**config.mk**
```make
export PLATFORM = sky130hd
export DESIGN_NAME = dpc_port_top
export DESIGN_NICKNAME = d
export VERILOG_FILES = /design/src/dpc_pkg.sv /design/src/dpc_sync3.sv /design/src/dpc_edge_irq.sv /design/src/dpc_port_top.sv
export VERILOG_INCLUDE_DIRS = /design/src
export SDC_FILE = /design/constraint.sdc
export NUM_CORES = 1
export LEC_CHECK = 0
export BUFFER_PORTS_ARGS = -buffer_cell sky130_fd_sc_hd__buf_2
export CORE_MARGIN = 2
export CORE_UTILIZATION = 25
export DETAILED_ROUTE_END_ITERATION = 10
export PLACE_DENSITY_LB_ADDON = 0.1
export SLEW_MARGIN = 25
export SYNTH_ARGS = -nofsm -noshare
export SYNTH_HDL_FRONTEND = slang
export SYNTH_SLANG_ARGS = --single-unit
export TNS_END_PERCENT = 10
```
**constraint.sdc**
```tcl
create_clock -name clock -period 1.9 [get_ports clock]
set_clock_uncertainty 0.1 [all_clocks]
set_input_delay 0 -clock clock [delete_from_list [all_inputs] [get_ports clock]]
set_output_delay 0 -clock clock [all_outputs]
set_load 0.05 [all_outputs]
```
**src/dpc_defs.svh**
```systemverilog
// register addresses, field positions and reset values of the dual port block
// assumes: included by bare name wherever these names are used
`ifndef DPC_DEFS_SVH
`define DPC_DEFS_SVH

`define DPC_ADDR_PORT_CONFIG 8'h00
`define DPC_ADDR_WIDE_DATA 8'h02
`define DPC_ADDR_NARROW_DATA 8'h03
`define DPC_ADDR_WIDE_MODE 8'h06
`define DPC_ADDR_NARROW_MODE 8'h07
`define DPC_ADDR_PULLUP 8'h08
`define DPC_ADDR_IRQ_EDGE 8'h0A
`define DPC_ADDR_STOP_SEL 8'h0B
`define DPC_ADDR_ADC_CTRL 8'h0C
`define DPC_ADDR_ADC_RESULT 8'h0D

`define DPC_RESET_BYTE 8'h00
`define DPC_WIDE_DIR_RESET 8'hFF
`define DPC_IRQ_NONE 3'h0

`define DPC_PORT_CONFIG_COMP_OUT 0
`define DPC_NMODE_LOW_EMI 0
`define DPC_NMODE_ANALOG 1
`define DPC_NMODE_WIDE_HS 2
`define DPC_NMODE_P0_HS 3
`define DPC_NMODE_TIMER_OUT 5
`define DPC_IRQ_SEL_LO 6
`define DPC_IRQ_SEL_HI 7
`define DPC_STOP_SEL_HI 1
`define DPC_STOP_SEL_LO 0
`define DPC_ADC_CH_HI 2
`define DPC_ADC_CH_LO 0

`define DPC_LINE_ONE 0
`define DPC_LINE_TWO 1
`define DPC_LINE_THREE 2
`define DPC_OUT_FOUR 4
`define DPC_OUT_FIVE 5
`define DPC_OUT_SIX 6

`define DPC_REQ_ZERO 0
`define DPC_REQ_ONE 1
`define DPC_REQ_TWO 2

`endif

```
**src/dpc_pkg.sv**
```systemverilog
// types shared by the dual port block
// assumes: nothing beyond the compiler
package dpc_pkg;

   typedef logic [7:0] dpc_byte_t;

   typedef struct packed
   {
      logic wr;
      logic rd;
      logic [7:0] addr;
      logic [7:0] wdata;
   } dpc_reg_req_s;

   typedef struct packed
   {
      logic six;
      logic five;
      logic four;
   } dpc_narrow_out_s;

endpackage : dpc_pkg

```
**src/dpc_sync3.sv**
```systemverilog
// three-stage synchroniser for pin-side levels
// assumes: async_in comes from outside the clock domain
`timescale 1ns/1ps
module dpc_sync3 #(parameter int WIDTH = 8)
(
   input wire logic clock,
   input wire logic reset,
   input wire logic clock_enable,
   input wire logic [WIDTH-1:0] async_in,
   output logic [WIDTH-1:0] sync_out
);

   logic [WIDTH-1:0] stage_one;
   logic [WIDTH-1:0] stage_two;
   logic [WIDTH-1:0] stage_three;

   always_ff @(posedge clock)
   begin
      if (reset)
      begin
         stage_one <= '0;
         stage_two <= '0;
         stage_three <= '0;
      end
      else if (clock_enable)
      begin
         stage_one <= async_in;
         stage_two <= stage_one;
         stage_three <= stage_two;
      end
   end

   // a bit moves only once stages two and three agree, filtering one-cycle glitches
   always_ff @(posedge clock)
   begin
      if (reset)
         sync_out <= '0;
      else if (clock_enable)
         sync_out <= (stage_two & ~(stage_two ^ stage_three)) | (sync_out & (stage_two ^ stage_three));
   end

endmodule : dpc_sync3

```
**src/dpc_edge_irq.sv**
```systemverilog
// edge detector giving a one-cycle request pulse on selected edges
// assumes: level is already synchronised to clock
`timescale 1ns/1ps
module dpc_edge_irq
(
   input wire logic clock,
   input wire logic reset,
   input wire logic clock_enable,
   input wire logic level,
   input wire logic rise_en,
   input wire logic fall_en,
   output logic pulse
);

   logic prev;

   always_ff @(posedge clock)
   begin
      if (reset)
      begin
         prev <= 1'b0;
         pulse <= 1'b0;
      end
      else if (clock_enable)
      begin
         prev <= level;
         pulse <= (rise_en & level & ~prev) | (fall_en & ~level & prev);
      end
   end

endmodule : dpc_edge_irq

```
**src/dpc_port_top.sv**
```systemverilog
// eight-line port, six-line port, comparators and port configuration register
// assumes: register strobes come from the core on clock; pins and comparators are asynchronous
// Function
// RQ1: per-line direction; inputs read back pin levels
// RQ2: eight-line port feeds converter channel mux
// RQ3: pull-up only on selected input lines
// RQ4: lines one-three inputs, four-six outputs
// RQ5: global low-emission drive mode bit
// RQ6: mode bit 1 selects analog comparator mode
// RQ7: line three falling edge raises request one
// RQ8: lines one, two edge-selectable interrupts
// RQ9: edge select pair encoding for lines
// RQ10: requests zero-two from lines two, three, one
// RQ11: timer input line one, output line six
// RQ12: handshake pairs on lines two/five, one/six
// RQ13: analog mode: stop recovery toggles line three
// RQ14: digital mode: line three plain or interrupt
// RQ15: config bit 0 routes comparator one out
// RQ16: comparator two stays internal only
// RQ17: config register cleared by reset, watchdog; code keeps it on watchdog reset in stop mode
// RQ18: software waits and masks around mode switch
// RQ19: lines one-three plain inputs, no keepers
// RQ20: async inputs synchronised before use
`timescale 1ns/1ps
`include "dpc_defs.svh"
module dpc_port_top
   import dpc_pkg::*;
#(
   parameter int WIDE_WIDTH = 8,
   parameter int STOP_SOURCES = 4
)
(
   input wire logic clock,
   input wire logic reset,
   input wire logic clock_enable,
   input wire dpc_reg_req_s reg_req,
   output dpc_byte_t reg_rdata,
   input wire logic watchdog_reset,
   input wire logic stop_mode,
   input wire logic [WIDE_WIDTH-1:0] wide_pin_in,
   output logic [WIDE_WIDTH-1:0] wide_pin_out,
   output logic [WIDE_WIDTH-1:0] wide_pin_oe,
   output logic [WIDE_WIDTH-1:0] wide_pullup_en,
   output logic [2:0] adc_channel,
   input wire dpc_byte_t adc_result,
   input wire logic [2:0] narrow_pin_in,
   input wire logic comp_one_raw,
   input wire logic comp_two_raw,
   output dpc_narrow_out_s narrow_pins,
   output logic low_emi_mode,
   output logic analog_mode_en,
   input wire logic [STOP_SOURCES-1:0] stop_src,
   output logic [2:0] ext_request,
   output logic comp_two_level,
   output logic timer_ext_in,
   input wire logic timer_out,
   output logic p0_hs_in,
   input wire logic p0_hs_out,
   output logic wide_hs_in,
   input wire logic wide_hs_out
);

   localparam int SYNC_WIDTH = WIDE_WIDTH + 3 + 2 + STOP_SOURCES;

   dpc_byte_t port_config;
   dpc_byte_t wide_data;
   dpc_byte_t wide_dir;
   dpc_byte_t wide_pullup_select;
   dpc_byte_t narrow_data;
   dpc_byte_t narrow_mode_reg;
   dpc_byte_t irq_edge;
   dpc_byte_t stop_recovery_select;
   dpc_byte_t adc_ctrl;

   logic [SYNC_WIDTH-1:0] sync_lvl;
   logic [WIDE_WIDTH-1:0] wide_lvl;
   logic [2:0] narrow_lvl;
   logic comp_one_lvl;
   logic comp_two_lvl;
   logic [STOP_SOURCES-1:0] stop_lvl;
   logic analog;
   logic line_one_val;
   logic line_two_val;
   logic line_three_val;
   logic line_three_toggle;
   logic stop_level;
   logic stop_pulse;
   logic line_one_pulse;
   logic line_two_pulse;
   logic line_three_pulse;
   logic one_rise;
   logic one_fall;
   logic two_rise;
   logic two_fall;
   logic next_request_one;
   logic port_config_write;
   dpc_byte_t next_rdata;

   // rising/falling enables for one line; other_bit wins the shared both-edges code
   function automatic logic [1:0] edge_sel(input logic own_bit, input logic other_bit);
      edge_sel = {own_bit, ~own_bit | other_bit};
   endfunction : edge_sel

   function automatic logic reg_hit(input dpc_reg_req_s req, input logic [7:0] addr);
      reg_hit = req.wr && (req.addr == addr);
   endfunction : reg_hit

   // every pin-side level passes three synchroniser flops and the filter flop before it is looked at
   dpc_sync3 #(.WIDTH(SYNC_WIDTH)) u_sync
   (
      .clock(clock),
      .reset(reset),
      .clock_enable(clock_enable),
      .async_in({stop_src, comp_two_raw, comp_one_raw, narrow_pin_in, wide_pin_in}), // see RQ20
      .sync_out(sync_lvl)
   );

   assign wide_lvl = sync_lvl[WIDE_WIDTH-1:0];
   assign narrow_lvl = sync_lvl[WIDE_WIDTH+2:WIDE_WIDTH]; // see RQ19
   assign comp_one_lvl = sync_lvl[WIDE_WIDTH+3];
   assign comp_two_lvl = sync_lvl[WIDE_WIDTH+4];
   assign stop_lvl = sync_lvl[SYNC_WIDTH-1:WIDE_WIDTH+5];

   assign analog = narrow_mode_reg[`DPC_NMODE_ANALOG]; // see RQ6
   assign line_one_val = analog ? comp_one_lvl : narrow_lvl[`DPC_LINE_ONE]; // see RQ6
   assign line_two_val = analog ? comp_two_lvl : narrow_lvl[`DPC_LINE_TWO];
   assign line_three_val = analog ? line_three_toggle : narrow_lvl[`DPC_LINE_THREE]; // see RQ14
   assign stop_level = stop_lvl[stop_recovery_select[`DPC_STOP_SEL_HI:`DPC_STOP_SEL_LO]];

   assign {one_rise, one_fall} = edge_sel(irq_edge[`DPC_IRQ_SEL_HI], irq_edge[`DPC_IRQ_SEL_LO]); // see RQ9
   assign {two_rise, two_fall} = edge_sel(irq_edge[`DPC_IRQ_SEL_LO], irq_edge[`DPC_IRQ_SEL_HI]); // see RQ9

   // line one and two interrupts follow the comparator in analog mode
   dpc_edge_irq u_edge_one
   (
      .clock(clock),
      .reset(reset),
      .clock_enable(clock_enable),
      .level(line_one_val),
      .rise_en(one_rise), // see RQ8
      .fall_en(one_fall),
      .pulse(line_one_pulse)
   );

   dpc_edge_irq u_edge_two
   (
      .clock(clock),
      .reset(reset),
      .clock_enable(clock_enable),
      .level(line_two_val),
      .rise_en(two_rise), // see RQ8
      .fall_en(two_fall),
      .pulse(line_two_pulse)
   );

   dpc_edge_irq u_edge_three
   (
      .clock(clock),
      .reset(reset),
      .clock_enable(clock_enable),
      .level(narrow_lvl[`DPC_LINE_THREE]),
      .rise_en(1'b0),
      .fall_en(1'b1), // see RQ7
      .pulse(line_three_pulse)
   );

   dpc_edge_irq u_edge_stop
   (
      .clock(clock),
      .reset(reset),
      .clock_enable(clock_enable),
      .level(stop_level),
      .rise_en(1'b1),
      .fall_en(1'b0),
      .pulse(stop_pulse)
   );

   assign port_config_write = reg_hit(reg_req, `DPC_ADDR_PORT_CONFIG);

   // watchdog reset in stop mode leaves the configuration alone
   always_ff @(posedge clock)
   begin
      if (reset)
         port_config <= `DPC_RESET_BYTE; // see RQ17
      else if (clock_enable)
      begin
         if (watchdog_reset && !stop_mode)
            port_config <= `DPC_RESET_BYTE; // see RQ17
         else if (port_config_write)
            port_config <= reg_req.wdata;
      end
   end

   always_ff @(posedge clock)
   begin
      if (reset)
      begin
         wide_data <= `DPC_RESET_BYTE;
         wide_dir <= `DPC_WIDE_DIR_RESET;
         wide_pullup_select <= `DPC_RESET_BYTE;
         narrow_data <= `DPC_RESET_BYTE;
         narrow_mode_reg <= `DPC_RESET_BYTE;
         irq_edge <= `DPC_RESET_BYTE;
         stop_recovery_select <= `DPC_RESET_BYTE;
         adc_ctrl <= `DPC_RESET_BYTE;
      end
      else if (clock_enable)
      begin
         if (reg_hit(reg_req, `DPC_ADDR_WIDE_DATA))
            wide_data <= reg_req.wdata;
         if (reg_hit(reg_req, `DPC_ADDR_WIDE_MODE))
            wide_dir <= reg_req.wdata; // see RQ1
         if (reg_hit(reg_req, `DPC_ADDR_PULLUP))
            wide_pullup_select <= reg_req.wdata;
         if (reg_hit(reg_req, `DPC_ADDR_NARROW_DATA))
            narrow_data <= reg_req.wdata;
         if (reg_hit(reg_req, `DPC_ADDR_NARROW_MODE))
            narrow_mode_reg <= reg_req.wdata;
         if (reg_hit(reg_req, `DPC_ADDR_IRQ_EDGE))
            irq_edge <= reg_req.wdata;
         if (reg_hit(reg_req, `DPC_ADDR_STOP_SEL))
            stop_recovery_select <= reg_req.wdata;
         if (reg_hit(reg_req, `DPC_ADDR_ADC_CTRL))
            adc_ctrl <= reg_req.wdata; // see RQ2
      end
   end

   // the internal line-three bit flips on each selected recovery event in analog mode
   always_ff @(posedge clock)
   begin
      if (reset)
         line_three_toggle <= 1'b0;
      else if (clock_enable && analog && stop_pulse)
         line_three_toggle <= ~line_three_toggle; // see RQ13
   end

   assign next_request_one = analog ? stop_pulse : line_three_pulse; // see RQ13

   always_ff @(posedge clock)
   begin
      if (reset)
         ext_request <= `DPC_IRQ_NONE;
      else if (clock_enable)
      begin
         ext_request[`DPC_REQ_ZERO] <= line_two_pulse; // see RQ10
         ext_request[`DPC_REQ_ONE] <= next_request_one; // see RQ10
         ext_request[`DPC_REQ_TWO] <= line_one_pulse; // see RQ10
      end
   end

   // output latch returned for output lines, pin level for input lines; in analog mode lines one-three return comparator and toggle levels
   always_comb
   begin
      next_rdata = `DPC_RESET_BYTE;
      unique case (reg_req.addr)
         `DPC_ADDR_WIDE_DATA: next_rdata = (wide_lvl & wide_dir) | (wide_data & ~wide_dir); // see RQ1
         `DPC_ADDR_NARROW_DATA:
         begin
            next_rdata[`DPC_OUT_SIX:`DPC_OUT_FOUR] = narrow_data[`DPC_OUT_SIX:`DPC_OUT_FOUR];
            next_rdata[`DPC_LINE_THREE+1:`DPC_LINE_ONE+1] = {line_three_val, line_two_val, line_one_val}; // see RQ4
         end
         `DPC_ADDR_WIDE_MODE: next_rdata = wide_dir;
         `DPC_ADDR_NARROW_MODE: next_rdata = narrow_mode_reg;
         `DPC_ADDR_PULLUP: next_rdata = wide_pullup_select;
         `DPC_ADDR_IRQ_EDGE: next_rdata[`DPC_IRQ_SEL_HI:`DPC_IRQ_SEL_LO] = irq_edge[`DPC_IRQ_SEL_HI:`DPC_IRQ_SEL_LO];
         `DPC_ADDR_STOP_SEL: next_rdata = stop_recovery_select;
         `DPC_ADDR_ADC_CTRL: next_rdata = adc_ctrl;
         `DPC_ADDR_ADC_RESULT: next_rdata = adc_result; // see RQ2
         default: next_rdata = `DPC_RESET_BYTE;
      endcase
   end

   // port_config is write-only and falls into the default
   always_ff @(posedge clock)
   begin
      if (reset)
         reg_rdata <= `DPC_RESET_BYTE;
      else if (clock_enable && reg_req.rd)
         reg_rdata <= next_rdata;
   end

   always_ff @(posedge clock)
   begin
      if (reset)
      begin
         wide_pin_out <= '0;
         wide_pin_oe <= '0;
         wide_pullup_en <= '0;
         adc_channel <= '0;
      end
      else if (clock_enable)
      begin
         wide_pin_out <= wide_data;
         wide_pin_oe <= ~wide_dir; // see RQ1
         wide_pullup_en <= wide_pullup_select & wide_dir; // see RQ3
         adc_channel <= adc_ctrl[`DPC_ADC_CH_HI:`DPC_ADC_CH_LO]; // see RQ2
      end
   end

   // timer output takes line six ahead of the wide-port handshake
   always_ff @(posedge clock)
   begin
      if (reset)
      begin
         narrow_pins <= '0;
         low_emi_mode <= 1'b0;
         analog_mode_en <= 1'b0;
      end
      else if (clock_enable)
      begin
         narrow_pins.four <= port_config[`DPC_PORT_CONFIG_COMP_OUT] ? comp_one_lvl : narrow_data[`DPC_OUT_FOUR]; // see RQ15
         narrow_pins.five <= narrow_mode_reg[`DPC_NMODE_P0_HS] ? p0_hs_out : narrow_data[`DPC_OUT_FIVE]; // see RQ12
         narrow_pins.six <= narrow_mode_reg[`DPC_NMODE_TIMER_OUT] ? timer_out : // see RQ11
            narrow_mode_reg[`DPC_NMODE_WIDE_HS] ? wide_hs_out : narrow_data[`DPC_OUT_SIX]; // see RQ12
         low_emi_mode <= narrow_mode_reg[`DPC_NMODE_LOW_EMI]; // see RQ5
         analog_mode_en <= analog;
      end
   end

   // no keeper on lines one-three: the raw pin level is all that is sampled
   assign timer_ext_in = narrow_lvl[`DPC_LINE_ONE]; // see RQ11
   assign wide_hs_in = narrow_lvl[`DPC_LINE_ONE]; // see RQ12
   assign p0_hs_in = narrow_lvl[`DPC_LINE_TWO]; // see RQ12
   assign comp_two_level = comp_two_lvl; // see RQ16
endmodule : dpc_port_top

```
==> results.sh, run 1 <==
export IMPL_finalSetupViolations=0
export IMPL_critPathLaunchType="input port"
export IMPL_wl_mm=24.19
export IMPL_clk_pin_slew_ps=70
export IMPL_critical_path_class="in2reg"
export IMPL_die_h_um=174.6
export IMPL_synth_edf_count=0
export IMPL_die_w_um=174.6
export IMPL_period_needed_ps=1823
export IMPL_worstPathArrival_ps=2080
export IMPL_cts_buffers=17
export IMPL_wl_per_cell_um=18.00
export IMPL_cp_max_fo=2
export IMPL_ys_ff_latch=174
export IMPL_async_flop_share_pct=0
export IMPL_vias=6239
export IMPL_required_ps=2160
export IMPL_layout_common_cells="173 x dfxtp_1, 136 x nor2_1, 122 x mux2i_1, 95 x buf_2, 62 x nand2_1"
export IMPL_final_common_cell="dfxtp_1"
export IMPL_areaGrowthSynthToFinish_pct=30.71
export IMPL_layout_nets=998
export IMPL_dpl_cell_area_um2=8497
export IMPL_syn_area_um2=7277
export IMPL_ys_flop_type="dfxtp_1"
export IMPL_tightest_slew_ps=464.5
export IMPL_final_cell_area_um2=9512
export IMPL_synth_cell_type_count=56
export IMPL_vias_per_cell=4.642
export IMPL_clockBufferDepth=2
export IMPL_slew_violations=0
export IMPL_multiInputGateArea_um2=3567
export IMPL_cts_root_buf="clkbuf_16"
export IMPL_io_buffers=97
export IMPL_insertion_delay_ps=430
export IMPL_finalCritPeriodShare_pct=95.94
export IMPL_slowest_delay_ps=580
export IMPL_max_freq_ghz=0.5486
export IMPL_antenna_found_initial=0
export IMPL_synth_seq_area_share_pct=47.87
export IMPL_cts_tree="built"
export IMPL_hold_path_class="in2reg"
export IMPL_biggestRegsByFlops="u_sync.stage_one x17, u_sync.stage_three x17, u_sync.stage_two x17"
export IMPL_max_cap_viol_count=0
export IMPL_fillCellCount=3101
export IMPL_syn_inst=791
export IMPL_violations="negative hold slack"
export IMPL_ir_worst_vdd_v=0.0004215
export IMPL_antenna_left=0
export IMPL_syn_nets=842
export IMPL_outcome="complete, but fails checks"
export IMPL_end_kind="flop"
export IMPL_pwr_share_seq_pct=47.4
export IMPL_dp_hpwl_mm=17.63
export IMPL_tns_ps=0
export IMPL_synth_avg_cell_area_um2=9.200
export IMPL_crit_top_cell="dlygate4sd3_1"
export IMPL_dr_pass1_iters=7
export IMPL_top_level_ports=98
export IMPL_rows=62
export IMPL_initial_core_util_pct=25.35
export IMPL_hold_viol=3
export IMPL_drtIter0Drc=351
export IMPL_rsz0062_at_grt="no"
export IMPL_hold_slack_ps=-43.11
export IMPL_power_share_combinational_pct=7.8
export IMPL_cts_setup_buffers=0
export IMPL_drive_gt1_share_pct=20.73
export IMPL_globalplace_congestion=0.8719
export IMPL_cp_cell_sequence="dlygate4sd3_1, buf_2, nand2b_1, dlygate4sd3_1, nand4_1, dlygate4sd3_1, a21oi_1"
export IMPL_track_usage_pct=16.02
export IMPL_power_per_cell_area_nw_per_um2=828.2
export IMPL_grt_start_max_net_pins=49
export IMPL_cts_htree_levels=4
export IMPL_cts_sinks=174
export IMPL_final_util_pct=33.14
export IMPL_pwr_share_clk_pct=44.8
export IMPL_p_sw_share_pct=25.86
export IMPL_core_um2=28700
export IMPL_p_leak_uw=0.003893
export IMPL_slew_headroom_pct=69.03
export IMPL_yosysWarningCount=0
export IMPL_critPathSlowestCell="dlygate4sd3_1"
export IMPL_seq_area_um2=3485
export IMPL_grt_pass1_vias=6025
export IMPL_intPower_uw=5840
export IMPL_grt_overflow_total=0
export IMPL_die_area_um2=30490
export IMPL_grt_pass1_wl_mm=37.34
export IMPL_diodes=0
export IMPL_drt_drc_violations_left=0
export IMPL_p_switching_uw=2037
cells by family (layout without fill, tap and decap cells):
logic type	count (synthesis)	count (layout)	share of synthesized area, %
simple gates	270	270	17.09
buf+inv	61	230	3.301
compound gates	159	159	14.07
flops	174	174	47.87
mux	126	126	17.55
xor+xnor	1	1	0.1204
per-layer routing:
layer	part of all wire (%)	up-vias	wire, µm	track usage (%)
li1	-	3120	-	-
met2	43	154	10350	23.69
met4	2.8	0	670	6.424
met1	51	2936	12280	22.97
met5	0	-	0	0
met3	3.7	29	889	2.916
area by class of cell:
cell class,count,share of cell area (%)
Clock buffer,18,4.617
Clock inverter,14,1.513
Inverter,7,0.2762
Multi-Input combinational cell,556,37.50
Sequential cell,174,36.64
Tap cell,384,5.051
Timing Repair Buffer,191,14.40
critical path: cells and delay by family:
kind | cells | cell delay, ps
AO/OA/AOI/OAI | 1 | 120
buffers and inverters | 4 | 1790
AND/OR/NAND/NOR | 2 | 180
stage by stage:
step | power, µW | setup WS (ps) | instances
2_1_floorplan | 4134 | 329.9 | 791
3_3_place_gp | 4381 | 20.48 | 1272
3_5_place_dp | 4377 | 7.676 | 1272
4_1_cts | 8002 | 56.66 | 1344
5_1_grt | 8218 | 29.53 | 1344
6_report | 7878 | 77.05 | 1344
power by group through the flow:
stage | Combinational (µW) | Clock (µW) | Sequential [µW]
floorplan | 290 | 0 | 3840
finish | 612 | 3530 | 3740
global placement | 559 | 0 | 3820
detailed placement | 555 | 0 | 3820
global route | 662 | 3810 | 3740
CTS | 614 | 3650 | 3740
path summary, 6_finish.rpt:
| kind | start | endpoint | slack [ps] | cells after the start |
|---|---|---|---|---|
| worst min register to register | wide_pullup_en[0] | wide_pullup_en[0] | 360 | 2 |
| worst max register to register | wide_dir[6] | reg_rdata[6] | 120 | 5 |
| worst min-delay path | reg_req[16] | reg_rdata[3] | -40 | 4 |
| worst max-delay path | watchdog_reset | port_config[0] | 80 | 7 |
repair_timing:
action / in CTS / in global routing
hold buffers: 40 / 0
resized for setup: 0 / 8
hold endpoints to repair: 100 / 0
setup endpoints to repair: 0 / 5
Yosys cell counts, types with 3 or more instances:
master    count  area share, %
a31oi_1       4           0.34
o21ai_0      37            2.5
and3_1        3           0.26
buf_1         9           0.46
clkbuf_1     38            2.0
nand3_1      17            1.2
a221oi_1      6           0.72
nor3b_1       6           0.62
nand2_1      63            3.2
inv_1         6           0.31
o22ai_1       4           0.34
mux2_2        3           0.46
dfxtp_1     174             48
a211o_1       8           0.96
a22oi_1       6           0.62
a211oi_1     14            1.4
nand2b_1      6           0.52
nor2_1      136            7.0
a21oi_1      43            3.0
mux2i_1     122             17
buf_2         5           0.34
nor4_4        3           0.88
nor2b_1       9           0.77
o32ai_1       3           0.36
nor3_1       10           0.69
a21o_1       18            1.9
and2_1        3           0.26
Note: power is estimated with default switching activity, not from simulation.
==> run 2, diff against run 1 <==
- ABC_AREA: not set -> 1
==> results.sh, run 2 <==
export IMPL_power_share_combinational_pct=8.5
export IMPL_dp_hpwl_mm=16.91
export IMPL_seq_area_um2=3483
export IMPL_die_w_um=172.1
export IMPL_initial_core_util_pct=25.42
export IMPL_grt_start_max_net_pins=67
export IMPL_biggestRegsByFlops="u_sync.stage_one x17, u_sync.stage_three x17, u_sync.stage_two x17"
export IMPL_clk_pin_slew_ps=80
export IMPL_outcome="finished clean"
export IMPL_period_needed_ps=1759
export IMPL_hold_path_class="in2reg"
export IMPL_synth_edf_count=0
export IMPL_final_common_cell="dfxtp_1"
export IMPL_areaGrowthSynthToFinish_pct=26.61
export IMPL_synth_seq_area_share_pct=49.32
export IMPL_yosysWarningCount=0
export IMPL_core_um2=27780
export IMPL_tns_ps=0
export IMPL_dp_cells=1378
export IMPL_vias_per_cell=4.497
export IMPL_ir_worst_vdd_v=0.0005360
export IMPL_cts_root_buf="clkbuf_16"
export IMPL_tightest_slew_ps=631.4
export IMPL_p_sw_share_pct=27.84
export IMPL_dr_pass1_iters=7
export IMPL_grt_overflow_total=0
export IMPL_pwr_share_seq_pct=46.7
export IMPL_syn_area_um2=7063
export IMPL_p_leak_uw=0.003783
export IMPL_vias=6503
export IMPL_cp_max_fo=57
export IMPL_syn_nets=983
export IMPL_die_h_um=172.1
export IMPL_layout_nets=1106
export IMPL_drtIter0Drc=411
export IMPL_synth_top_area_share_pct=49.32
export IMPL_max_cap_viol_count=0
export IMPL_r2r_slack_ps=320
export IMPL_async_flop_share_pct=0
export IMPL_worstPathArrival_ps=2040
export IMPL_netlist_top_cells_area="dfxtp_1 49%, o21ai_0 10%, a21oi_1 7.9%, nor2_1 7.1%, nand2_1 6.7%"
export IMPL_end_kind="flop"
export IMPL_slew_headroom_pct=57.91
export IMPL_intPower_uw=5879
export IMPL_cts_htree_levels=4
export IMPL_hp_start="reg_req[17]"
export IMPL_syn_inst=932
export IMPL_critical_path_class="in2reg"
export IMPL_globalplace_congestion=0.8158
export IMPL_finalCritPeriodShare_pct=92.57
export IMPL_slew_violations=0
export IMPL_grt_pass1_vias=6154
export IMPL_r2r_start="narrow_mode_reg[2]"
export IMPL_synth_avg_cell_area_um2=7.578
export IMPL_rows=61
export IMPL_hold_viol=0
export IMPL_track_usage_pct=16.74
export IMPL_critPathLaunchType="input port"
export IMPL_cts_tree="built"
export IMPL_p_switching_uw=2269
export IMPL_cts_setup_buffers=0
export IMPL_max_freq_ghz=0.5686
export IMPL_layout_common_cells="174 x dfxtp_1, 145 x o21ai_0, 134 x nor2_1, 127 x nand2_1, 112 x a21oi_1"
export IMPL_power_per_cell_area_nw_per_um2=911.1
export IMPL_io_buffers=97
export IMPL_setup_ws_ps=141.2
export IMPL_dpl_worst_slack_ps=384.6
export IMPL_ys_top_cells_by_count="174 x dfxtp_1, 145 x o21ai_0, 134 x nor2_1"
export IMPL_insertion_delay_ps=440
export IMPL_finalSetupViolations=0
export IMPL_cts_buffers=17
export IMPL_wl_mm=23.90
export IMPL_ys_ff_latch=174
export IMPL_top_level_ports=98
export IMPL_clockBufferDepth=2
export IMPL_cts_sinks=174
export IMPL_crit_start="reset"
export IMPL_ys_flop_type="dfxtp_1"
export IMPL_pwr_share_clk_pct=44.8
export IMPL_final_cells=1446
export IMPL_yosys_area_top_type="dfxtp_1"
export IMPL_antenna_found_initial=0
export IMPL_antenna_left=0
export IMPL_diodes=0
export IMPL_wl_per_cell_um=16.53
export IMPL_yosysMostFrequentCell="dfxtp_1"
export IMPL_rsz0062_at_grt="no"
export IMPL_multiInputGateArea_um2=3058
export IMPL_fillCellCount=3058
export IMPL_drt_drc_violations_left=0
export IMPL_die_area_um2=29610
export IMPL_grt_pass1_wl_mm=37.15
export IMPL_drive_gt1_share_pct=16.85
export IMPL_synth_cell_type_count=30
export IMPL_required_ps=2190
[run 2: changes by cell type in the layout (fill, tap and decap cells not counted), sizes merged, moves of 10 or more]
cell    previous run  this run
mux2i            122         0
o21ai             37       152
a21oi             43       112
nand2             64       132
inv               16        77
nand3             17        58
buf              151       119
a21o              18         0
o211ai             1        17
nor3              13         0
o21bai             0        13
a211oi            14         4
[run 2: logic make-up (layout without fill, tap and decap cells)]
family	Yosys count	in the layout	synth area share, %
flops	174	174	49.32
buf+inv	121	257	7.387
compound gates	301	301	22.69
simple gates	336	336	20.60
[run 2: metrics by stage]
| step | instance area, µm² | util, % | hold WS [ps] | power [µW] |
|---|---|---|---|---|
| after floorplan | 7063 | - | 30.38 | 4291 |
| after global placement | 7958 | 28.64 | 125.9 | 4536 |
| after detailed placement | 7958 | 28.64 | 129.1 | 4534 |
| after CTS | 8939 | 32.17 | 13.06 | 8275 |
| after global routing | 8942 | 32.19 | 39.77 | 8503 |
| final | 8942 | 32.19 | 19.49 | 8147 |
[run 2: worst max-delay path: stages]
cell	delay, ps
dlygate4sd3_1	530
buf_2	130
inv_2	240
buf_12	270
o21ai_0	130
a21oi_1	130
dlygate4sd3_1	560
[run 2: final timing paths]
path	to	depth (start not counted)
min	narrow_data[5]	5
max reg2reg	narrow_pins[2]	4
max	narrow_pins[2]	7
min reg2reg	stop_recovery_select[2]	2
[run 2: cell type report]
class / count / share of cell area, %
repair buffers: 155 / 11.66
well taps: 378 / 5.289
clock buffers: 17 / 4.757
inverters: 70 / 2.966
multi-input cells: 637 / 34.20
flip-flops and latches: 174 / 38.95
clock inverters: 15 / 2.183
[run 2: metal layers]
layer / part of all wire, % / GRT usage (%)
met4: 1.5 / 5.005
met2: 44 / 25.83
met3: 3.4 / 2.609
met5: 0 / 0
met1: 51 / 24.01
[run 2: timing repair]
action                                 CTS  global route
hold buffers                            36             0
setup endpoints to repair                0             1
gates resized for setup                  0             1
endpoints found under the hold margin   86             0
[run 2: power by group through the flow]
stage | Sequential [µW] | Clock, µW | Combinational, µW
final | 3810 | 3650 | 691
after global routing | 3820 | 3910 | 765
after CTS | 3810 | 3770 | 699
after detailed placement | 3900 | 0 | 639
after global placement | 3890 | 0 | 642
after floorplan | 3990 | 0 | 301
==> run 3, diff against run 2 <==
- CTS_CLUSTER_DIAMETER: not set -> 30
- MAX_ROUTING_LAYER: not set -> met4
==> results.sh, run 3 (synthesized netlist as in run 2, its figures left out) <==
export IMPL_tightest_slew_ps=631.0
export IMPL_p_leak_uw=0.003783
export IMPL_hold_path_class="in2reg"
export IMPL_r2r_start="narrow_mode_reg[2]"
export IMPL_io_buffers=97
export IMPL_ir_worst_vdd_v=0.0005355
export IMPL_vias=6461
export IMPL_cts_htree_levels=4
export IMPL_grt_pass1_wl_mm=37.25
export IMPL_tns_ps=0
export IMPL_slew_violations=0
export IMPL_top_level_ports=98
export IMPL_critPathLaunchType="input port"
export IMPL_hold_depth=7
export IMPL_slew_headroom_pct=57.94
export IMPL_vias_per_cell=4.468
export IMPL_outcome="finished clean"
export IMPL_die_h_um=172.1
export IMPL_dpl_worst_slack_ps=384.6
export IMPL_slowest_delay_ps=560
export IMPL_required_ps=2190
export IMPL_cp_cell_sequence="dlygate4sd3_1, buf_2, inv_2, buf_12, o21ai_0, a21oi_1, dlygate4sd3_1"
export IMPL_insertion_delay_ps=440
export IMPL_hold_viol=0
export IMPL_cts_root_buf="clkbuf_16"
export IMPL_dr_pass1_iters=7
export IMPL_layout_common_cells="174 x dfxtp_1, 145 x o21ai_0, 134 x nor2_1, 127 x nand2_1, 112 x a21oi_1"
export IMPL_r2r_slack_ps=320
export IMPL_cp_max_fo=57
export IMPL_diodes=0
export IMPL_crit_top_cell="dlygate4sd3_1"
export IMPL_core_um2=27780
export IMPL_die_area_um2=29610
export IMPL_final_cell_area_um2=8942
export IMPL_rsz0062_at_grt="no"
export IMPL_drt_drc_violations_left=0
export IMPL_initial_core_util_pct=25.42
export IMPL_die_w_um=172.1
export IMPL_max_cap_viol_count=0
export IMPL_period_needed_ps=1754
export IMPL_rr_endpoint="narrow_pins[2]"
export IMPL_wl_mm=23.85
export IMPL_critPathSlowestCell="dlygate4sd3_1"
export IMPL_worstPathArrival_ps=2040
export IMPL_biggestRegsByFlops="u_sync.stage_one x17, u_sync.stage_three x17, u_sync.stage_two x17"
export IMPL_cts_tree="built"
export IMPL_cts_buffers=17
export IMPL_critical_path_class="in2reg"
export IMPL_grt_overflow_total=0
export IMPL_clockBufferDepth=2
export IMPL_rows=61
export IMPL_wl_per_cell_um=16.50
export IMPL_finalCritPeriodShare_pct=92.34
export IMPL_clk_pin_slew_ps=80
export IMPL_dpl_cell_area_um2=7958
export IMPL_globalplace_congestion=0.8279
export IMPL_end_kind="flop"
export IMPL_grt_pass1_vias=6126
export IMPL_drive_gt1_share_pct=16.85
export IMPL_antenna_found_initial=0
export IMPL_hold_slack_ps=23.95
export IMPL_hold_end="reg_rdata[3]"
export IMPL_track_usage_pct=17.26
export IMPL_cts_sinks=174
export IMPL_dp_hpwl_mm=16.91
export IMPL_power_per_cell_area_nw_per_um2=910.7
export IMPL_final_common_cell="dfxtp_1"
export IMPL_fillCellCount=3058
export IMPL_antenna_left=0
export IMPL_hp_start="adc_result[3]"
export IMPL_layout_nets=1106
export IMPL_finalSetupViolations=0
export IMPL_max_freq_ghz=0.5700
export IMPL_drtIter0Drc=410
export IMPL_worstRegToRegCells=4
export IMPL_grt_start_max_net_pins=67
export IMPL_setup_ws_ps=145.6
export IMPL_cts_setup_buffers=0
export IMPL_areaGrowthSynthToFinish_pct=26.61
## run 3: cell counts in the layout (fill, tap and decap cells not counted)
Identical to the previous run, type by type.
## run 3: cell type report
type / count / area, µm² / share of cell area [%]
Clock buffer: 17 / 425.4 / 4.757
Clock inverter: 15 / 195.2 / 2.183
Inverter: 70 / 265.3 / 2.966
Multi-Input combinational cell: 637 / 3058 / 34.20
Sequential cell: 174 / 3483 / 38.95
Tap cell: 378 / 473.0 / 5.289
Timing Repair Buffer: 155 / 1042 / 11.66
## run 3: what timing repair did
action | in CTS | in global routing
endpoints found under the hold margin | 86 | 0
endpoints found under the setup margin | 0 | 1
resized for setup | 0 | 1
hold buffers | 36 | 0
## run 3: metal layers
layer | vias to the layer above | GRT usage (%) | part of all wire [%]
met5 | - | - | 0
met3 | 20 | 2.609 | 3.1
met4 | 0 | 5.005 | 1.6
met2 | 137 | 25.70 | 44
met1 | 2950 | 24.21 | 51
li1 | 3354 | - | -
## run 3: metrics by stage
stage	cells	util [%]	power (µW)
finish	1446	32.19	8144
global route	1446	32.19	8505
CTS	1446	32.17	8275
detailed placement	1378	28.64	4534
global placement	1378	28.64	4536
floorplan	932	-	4291
## run 3: where the power goes
| group | switching [µW] | total [µW] | internal, µW |
|---|---|---|---|
| Sequential | 59.4 | 3810 | 3750 |
| Combinational | 467 | 691 | 224 |
| Clock | 1740 | 3640 | 1900 |
## run 3: worst max path at each step
stage	start	to	slack (ps)	depth (start not counted)
floorplan	flop	u_edge_one.pulse	370	7
CTS	clock_enable	narrow_pins[2]	60	6
detailed placement	reg_req[15]	reg_rdata[3]	380	11
global route	reset	narrow_pins[2]	70	7
global placement	reg_req[14]	reg_rdata[3]	380	11
finish	reset	narrow_pins[2]	150	7
## run 3: critical path: cells and delay by family
family | cells | cell delay (ps)
compound gates | 2 | 260
buf+inv | 5 | 1730
